[src/core/dc_latch_pkg.sv]
// Constants, types and decoding shared by the latch timestamp capture block
package dc_latch_pkg;

  // ==========================================================================
  // Register offsets
  localparam logic [15:0] LATCH_A_RISE_OFS = 16'h09b0;
  localparam logic [15:0] LATCH_A_FALL_OFS = 16'h09b8;
  localparam logic [15:0] LATCH_B_RISE_OFS = 16'h09c0;
  localparam logic [15:0] LATCH_B_FALL_OFS = 16'h09c8;
  localparam logic [15:0] LATCH_LAST_OFS   = 16'h09cf;
  localparam logic [15:0] FB_CHANGE_OFS    = 16'h09f0;
  localparam logic [15:0] HOST_START_OFS   = 16'h09f8;
  localparam logic [15:0] HOST_CHANGE_OFS  = 16'h09fc;

  // ==========================================================================
  // Reset values and field layout
  localparam logic [63:0] TS_RESET      = 64'h0;
  localparam logic [31:0] EV_RESET      = 32'h0;
  localparam logic [55:0] TS_SHD_RESET  = 56'h0;
  localparam logic [23:0] EV_SHD_RESET  = 24'h0;
  localparam logic [2:0]  LOW_BYTE      = 3'h0;
  localparam int          SIDE_FB       = 0;
  localparam int          SIDE_HOST     = 1;
  localparam int          EV_FB_CHANGE  = 0;
  localparam int          EV_HOST_START = 1;
  localparam int          EV_HOST_CHG   = 2;

  // ==========================================================================
  // Types
  typedef struct packed {
    logic [15:0] addr;
    logic        rd;
    logic        wr;
    logic [7:0]  wdata;
  } access_s;

  typedef struct packed {
    logic       isLatch;
    logic       isEvent;
    logic [1:0] idx;
    logic [2:0] byteSel;
  } decode_s;

  // ==========================================================================
  // Address decode
  function automatic decode_s decodeAddr(input logic [15:0] addr);
    decode_s     d;
    logic [15:0] rel;
    d = '0;
    rel = addr - LATCH_A_RISE_OFS;
    if (addr >= LATCH_A_RISE_OFS && addr <= LATCH_LAST_OFS) begin
      d.isLatch = 1'b1;
      d.idx     = rel[4:3];
      d.byteSel = addr[2:0];
    end else if (addr[15:2] == FB_CHANGE_OFS[15:2]) begin
      d.isEvent = 1'b1;
      d.idx     = 2'(EV_FB_CHANGE);
      d.byteSel = {1'b0, addr[1:0]};
    end else if (addr[15:2] == HOST_START_OFS[15:2]) begin
      d.isEvent = 1'b1;
      d.idx     = 2'(EV_HOST_START);
      d.byteSel = {1'b0, addr[1:0]};
    end else if (addr[15:2] == HOST_CHANGE_OFS[15:2]) begin
      d.isEvent = 1'b1;
      d.idx     = 2'(EV_HOST_CHG);
      d.byteSel = {1'b0, addr[1:0]};
    end
    return d;
  endfunction

endpackage

[src/core/dc_latch_timestamp_capture.sv]
// Latch input and buffer event timestamp capture with per-side shadows
`timescale 1ns/1ns
module dc_latch_timestamp_capture
  import dc_latch_pkg::*;
(
  input  wire  logic        ref_clk,
  input  wire  logic        reset_n,
  input  wire  logic        latchInputA,
  input  wire  logic        latchInputB,
  input  wire  logic [63:0] systemTime,
  input  wire  logic [31:0] localTime,
  input  wire  logic        frameStart,
  input  wire  logic        fbBufferEvent,
  input  wire  logic        hostStartEvent,
  input  wire  logic        hostChangeEvent,
  input  wire  logic [1:0]  latchModeA,
  input  wire  logic [1:0]  latchModeB,
  input  wire  logic        accessSelA,
  input  wire  logic        accessSelB,
  input  wire  logic        hostAckByWrite,
  input  wire  access_s     fieldbusAccess,
  input  wire  access_s     hostAccess,
  output logic [7:0]        fieldbusRdata,
  output logic [7:0]        hostRdata,
  output logic [2:0]        latchStatusA,
  output logic [2:0]        latchStatusB
);

  // ==========================================================================
  // State
  logic [1:0]  pinSync1;
  logic [1:0]  pinSync2;
  logic [1:0]  pinPrev;
  logic [63:0] stamp       [4];
  logic [3:0]  edgeFlag;
  logic [31:0] frameTime;
  logic [31:0] evTime      [3];
  logic [55:0] stampShadow [2][4];
  logic [23:0] evShadow    [2][3];
  logic [7:0]  rdata       [2];

  logic [1:0]  next_pinSync1;
  logic [1:0]  next_pinSync2;
  logic [1:0]  next_pinPrev;
  logic [63:0] next_stamp       [4];
  logic [3:0]  next_edgeFlag;
  logic [31:0] next_frameTime;
  logic [31:0] next_evTime      [3];
  logic [55:0] next_stampShadow [2][4];
  logic [23:0] next_evShadow    [2][3];
  logic [7:0]  next_rdata       [2];

  // ==========================================================================
  // Next state
  access_s    acc   [2];
  decode_s    dec   [2];
  logic [3:0] edgeSeen;
  logic [3:0] mode;
  logic [3:0] sel;
  logic [3:0] clr;
  logic [3:0] setF;
  logic [63:0] word;

  always_comb begin
    acc[SIDE_FB]   = fieldbusAccess;
    acc[SIDE_HOST] = hostAccess;
    for (int s = 0; s < 2; s++) begin
      dec[s] = decodeAddr(acc[s].addr);
    end
    next_pinSync1 = {latchInputB, latchInputA};
    next_pinSync2 = pinSync1;
    next_pinPrev  = pinSync2;
    // Index: 0 A rise, 1 A fall, 2 B rise, 3 B fall
    edgeSeen = {pinPrev[1] & ~pinSync2[1], ~pinPrev[1] & pinSync2[1],
                pinPrev[0] & ~pinSync2[0], ~pinPrev[0] & pinSync2[0]};
    mode = {latchModeB, latchModeA};
    sel  = {accessSelB, accessSelB, accessSelA, accessSelA};
    next_stamp = stamp;
    next_edgeFlag = edgeFlag;
    next_stampShadow = stampShadow;
    next_evShadow = evShadow;
    next_evTime = evTime;
    next_frameTime = frameTime;
    word = TS_RESET;
    // Writes never touch timestamp contents
    for (int k = 0; k < 4; k++) begin
      setF[k] = 1'b0;
      // Single mode holds the first edge until acknowledged
      if (edgeSeen[k] && !(mode[k] && edgeFlag[k])) begin
        next_stamp[k] = systemTime;
        setF[k] = mode[k];
      end
      clr[k] = 1'b0;
      if (dec[SIDE_FB].isLatch && dec[SIDE_FB].idx == 2'(k) &&
          acc[SIDE_FB].rd && dec[SIDE_FB].byteSel == LOW_BYTE &&
          !sel[k]) begin
        clr[k] = 1'b1;
      end
      if (dec[SIDE_HOST].isLatch && dec[SIDE_HOST].idx == 2'(k) && sel[k])
      begin
        if (hostAckByWrite) begin
          clr[k] = clr[k] | acc[SIDE_HOST].wr;
        end else begin
          clr[k] = clr[k] | (acc[SIDE_HOST].rd &&
                   dec[SIDE_HOST].byteSel == LOW_BYTE);
        end
      end
      // Set wins over clear; continuous mode reads zero
      next_edgeFlag[k] = mode[k] & (setF[k] | (edgeFlag[k] & ~clr[k]));
    end
    // Buffer event times
    if (frameStart) begin
      next_frameTime = localTime;
    end
    if (fbBufferEvent) begin
      next_evTime[EV_FB_CHANGE] = frameStart ? localTime : frameTime;
    end
    if (hostStartEvent) begin
      next_evTime[EV_HOST_START] = localTime;
    end
    if (hostChangeEvent) begin
      next_evTime[EV_HOST_CHG] = localTime;
    end
    // Read path with shadows
    for (int s = 0; s < 2; s++) begin
      next_rdata[s] = 8'h00;
      word = TS_RESET;
      if (dec[s].isLatch) begin
        if (dec[s].byteSel == LOW_BYTE) begin
          word = stamp[dec[s].idx];
          if (acc[s].rd) begin
            next_stampShadow[s][dec[s].idx] = stamp[dec[s].idx][63:8];
          end
        end else begin
          word = {stampShadow[s][dec[s].idx], 8'h00};
        end
      end else if (dec[s].isEvent && dec[s].idx <= 2'(EV_HOST_CHG) &&
                   (s == SIDE_HOST || dec[s].idx == 2'(EV_FB_CHANGE))) begin
        if (dec[s].byteSel == LOW_BYTE) begin
          word = {32'h0, evTime[dec[s].idx]};
          if (acc[s].rd) begin
            next_evShadow[s][dec[s].idx] = evTime[dec[s].idx][31:8];
          end
        end else begin
          word = {32'h0, evShadow[s][dec[s].idx], 8'h00};
        end
      end
      if (acc[s].rd) begin
        next_rdata[s] = word[{dec[s].byteSel, 3'b000} +: 8];
      end
    end
  end

  // ==========================================================================
  // Registers
  always_ff @(posedge ref_clk or negedge reset_n) begin
    if (!reset_n) begin
      pinSync1  <= 2'h0;
      pinSync2  <= 2'h0;
      pinPrev   <= 2'h0;
      edgeFlag  <= 4'h0;
      frameTime <= EV_RESET;
      for (int k = 0; k < 4; k++) begin
        stamp[k] <= TS_RESET;
      end
      for (int e = 0; e < 3; e++) begin
        evTime[e] <= EV_RESET;
      end
      for (int s = 0; s < 2; s++) begin
        rdata[s] <= 8'h00;
        for (int k = 0; k < 4; k++) begin
          stampShadow[s][k] <= TS_SHD_RESET;
        end
        for (int e = 0; e < 3; e++) begin
          evShadow[s][e] <= EV_SHD_RESET;
        end
      end
    end else begin
      pinSync1    <= next_pinSync1;
      pinSync2    <= next_pinSync2;
      pinPrev     <= next_pinPrev;
      edgeFlag    <= next_edgeFlag;
      frameTime   <= next_frameTime;
      stamp       <= next_stamp;
      evTime      <= next_evTime;
      rdata       <= next_rdata;
      stampShadow <= next_stampShadow;
      evShadow    <= next_evShadow;
    end
  end

  // ==========================================================================
  // Outputs
  assign fieldbusRdata = rdata[SIDE_FB];
  assign hostRdata     = rdata[SIDE_HOST];
  assign latchStatusA  = {pinPrev[0], edgeFlag[1], edgeFlag[0]};
  assign latchStatusB  = {pinPrev[1], edgeFlag[3], edgeFlag[2]};

endmodule

[config.mk]
export PLATFORM = sky130hd
export DESIGN_NAME = dc_latch_timestamp_capture
export DESIGN_NICKNAME = d
export VERILOG_FILES = /design/src/core/dc_latch_pkg.sv /design/src/core/dc_latch_timestamp_capture.sv
export SDC_FILE = /design/constraint.sdc
export NUM_CORES = 2
export LEC_CHECK = 0
export ABC_AREA = 0
export ABC_CLOCK_PERIOD_IN_PS = 4700
export BUFFER_PORTS_ARGS = -buffer_cell sky130_fd_sc_hd__buf_4
export CORE_MARGIN = 10
export CORE_UTILIZATION = 40
export CTS_BUF_LIST = sky130_fd_sc_hd__clkbuf_8
export CTS_CLUSTER_DIAMETER = 80
export DETAILED_ROUTE_END_ITERATION = 10
export PLACE_DENSITY = 0.54
export SLEW_MARGIN = 30
export SYNTH_ARGS = -nofsm -noshare
export SYNTH_HDL_FRONTEND = slang
export SYNTH_SLANG_ARGS = --single-unit
[constraint.sdc]
create_clock -name ref_clk -period 4.7 [get_ports ref_clk]
set_clock_uncertainty 0.2 [all_clocks]
set_input_delay 0.94 -clock ref_clk [delete_from_list [all_inputs] [get_ports ref_clk]]
set_output_delay 0.94 -clock ref_clk [all_outputs]
set_load 0.02 [all_outputs]
==> run_results.csv <==
group,metric,value,unit
status,status,"finished clean",
timing,period_share,84.6,%
detailed_routing,viasPerCell,5.67,
logic_synthesis,async_flop_share,100,%
job,maxCapViolations,0,
floorplan,core,0.116,mm2
finish,drive_gt1_share,25.5,%
logic_synthesis,syn_inst,4745,
setup_path,crit_slowest_cell,"or4_1",
detailed_routing,remaining_drc_errors,0,
finish,area_growth,16.9,%
grt,antenna_found_initial,17,
logic_synthesis,syn_avg_cell_area,9.89,um2
setup_path,path_buf_inv,5,
floorplan,num_io_pins,185,
timing,slew_viol_final,0,
setup_path,critical_path_class,"in2reg",
grt,grt_pass1_wl,243000,um
floorplan,dieArea,0.131,mm2
finish,final_common_cell,"nand2_1",
min_path,worst_hold_path_type,"in2reg",
clock_network,htree_levels,4,
place,port_buffers,167,
logic_synthesis,yosysWarnings,0,
finish,seq_area,0.0250,mm2
clock_network,cts_buffers,175,
finish,fillers,11151,
setup_path,crit_required,5.28,ns
clock_network,path_clk_slew,0.06,ns
logic_synthesis,synthTopCellsByArea,"dfrtp_1 (53%), mux2_2 (13%), nand2_1 (9.3%)",
grt,grt_max_degree,133,
setup_path,crit_top_cell,"buf_4",
logic_synthesis,synth_area,0.0469,mm2
setup_path,crit_chain,"buf_4, or4_1, nor3_4, and3_4, buf_4, buf_4, a211oi_1, a311oi_1, a31o_2, a2111oi_0, buf_4, a2111oi_1, buf_4",
setup_path,ff2ff_setup_slack,2.16,ns
timing,finalCriticalPeriod,3.98,ns
finish,multi_input_area,0.0205,mm2
clock_network,cts_resized,0,
timing,hold_viol,0,
logic_synthesis,synth_top_flop_cell,"dfrtp_1",
power_and_ir_drop,p_leak,0.0244,uW
clock_network,clk_latency,0.88,ns
clock_network,cts_buffer_depth,3,
logic_synthesis,ys_ff_latch,999,
floorplan,initial_utilization,40.3,%
timing,rsz0062_at_grt,"no",
setup_path,worstSetupEndpointType,"flip-flop",
floorplan,die_y,363,um
detailed_routing,wl_per_cell,24.5,um
grt,grt_usage,24.2,%
power_and_ir_drop,p_per_area,369,mW/mm2
detailed_routing,antenna_left,0,
logic_synthesis,synth_seq_area_share,53.3,%
place,gp_congestion,0.852,
clock_network,cts_tree,"yes",
logic_synthesis,synth_edf_count,0,
timing,slew_headroom,29.0,%
timing,fmaxAchievable,251,MHz
setup_path,r2r_start,"stampShadow[84]",
logic_synthesis,synthDistinctLibCells,78,
logic_synthesis,netlist.top_cell.by_area,"dfrtp_1",
setup_path,reg2reg_to,"hostRdata[4]",
detailed_routing,drtPass1Iterations,5,
floorplan,fp.dieW,363,um
finish,layout_common_cells,"nand2_1 (1,165), dfrtp_1 (999), mux2_2 (531)",
timing,setup_violations,0,
finish,nets,5089,
grt,grt_pass1_vias,36540,
place,place_inst,6270,
logic_synthesis,syn_nets,4908,
clock_network,cts_root_buffer,"clkbuf_8",
setup_path,critPathMaxFanout,15,
setup_path,r2r_cells,9,
place,place_area,0.0511,mm2
min_path,hold_start,"latchModeB[1]",
timing,worstMarginPinSlew,1.06,ns
grt,grt_overflow,0,
power_and_ir_drop,ir_worst_vdd,0.261,mV
finish,fin_area,0.0549,mm2
logic_synthesis,netlist.area_leader.share,53.3,%
finish,layoutNonFillerInstCount,6593,
detailed_routing,drt-total-wl,162000,um
setup_path,worstPathArrival,4.56,ns
min_path,whs_path_depth,2,
min_path,hold_end,"edgeFlag[3]",
place,pre_cts_slack,-0.135,ns
setup_path,start_kind,"primary input",
setup_path,max_stage_delay,0.68,ns
clock_network,clkSinkCount,999,
timing,worst_slack,0.722,ns
floorplan,num_rows,125,
detailed_routing,drt_iter0_drc,3687,
place,place_hpwl,111000,um
detailed_routing,vias,37399,
setup_path,cp_top_family,"simple AND/OR/NAND/NOR gates",
==> Yosys cell counts, types with 28 or more instances <==
cell type  number
a311oi_1       28
nor2_1        208
o21ai_0       417
mux2_2        531
a211oi_1       28
mux4_2         35
dfrtp_1       999
a21oi_1       199
and3_1         42
buf_2          33
mux2i_1        52
clkbuf_1      314
a31oi_1        77
nand2_1      1169
nand3_1       261
nor3_1         30
buf_1          45
==> state kept, by name (all words and copies together), names as in the netlist <==
| register | cells |
|---|---|
| stampShadow | 448 |
| stamp | 256 |
| evShadow | 141 |
| hostRdata | 8 |
| evTime | 96 |
| pinPrev | 2 |
| next_pinSync2 | 2 |
| frameTime | 32 |
| next_pinPrev | 2 |
| fieldbusRdata | 8 |
| edgeFlag | 4 |
==> repair_timing <==
item | 4_1_cts | 5_1_grt
endpoints found under the hold margin | 43 | 0
hold buffers | 3 | 0
setup buffers | 0 | 0
==> worst max path at each step <==
stage | start | endpoint | cells past startpoint
after floorplan | fieldbusAccess[23] | stampShadow[266] | 8
after global placement | hostAccess[22] | hostRdata[4] | 13
after detailed placement | hostAccess[22] | hostRdata[4] | 13
after CTS | hostAccess[22] | hostRdata[4] | 13
after global routing | hostAccess[22] | hostRdata[4] | 13
final | hostAccess[22] | hostRdata[4] | 13
==> metrics by stage <==
stage                     utilization [%]  hold WS [ns]  setup TNS, ns  total power [uW]
after global routing                 47.1        0.0687              0             21000
after CTS                            47.1        0.0317              0             20400
after floorplan                         -         0.131              0             10600
after detailed placement             43.9         0.140         -0.135             11700
after global placement               43.9         0.137         -0.276             11700
final                                47.2        0.0986              0             20200
==> final cells by class <==
cell class                 instances  area share, %
sequential                       999           45.6
multi-input combinational       3332           37.4
timing repair buffer             405           6.53
clock buffer                     229           5.74
tap                             1524           3.48
clock inverter                    85           1.13
inverter                          13         0.0889
antenna                            6         0.0274
==> cells by family (layout without fill, tap and decap cells) <==
| logic type | Yosys count | after routing | synth area share, % |
|---|---|---|---|
| mux | 618 | 618 | 15.5 |
| other cells | 0 | 6 | 0 |
| flops | 999 | 999 | 53.3 |
| buf+inv | 414 | 732 | 3.49 |
| simple gates | 1788 | 1788 | 15.9 |
| compound gates | 926 | 926 | 11.8 |
==> per-layer routing <==
metal	GRT usage, %	part of all wire, %	up-vias
met5	0	0.087	-
met4	8.88	3.3	22
met3	4.94	6.4	266
li1	-	-	16961
met1	33.9	45	18966
met2	36.9	45	1184
==> report_power, final <==
group / total [uW] / leakage [uW] / switching [uW] / internal (uW)
sequential: 9510 / 0.0131 / 393 / 9110
combinational: 2080 / 0.00921 / 1210 / 867
clock: 8650 / 0.00211 / 3840 / 4810
total: 20200 / 0.0244 / 5450 / 14800
(Power assumes the default switching activity.)
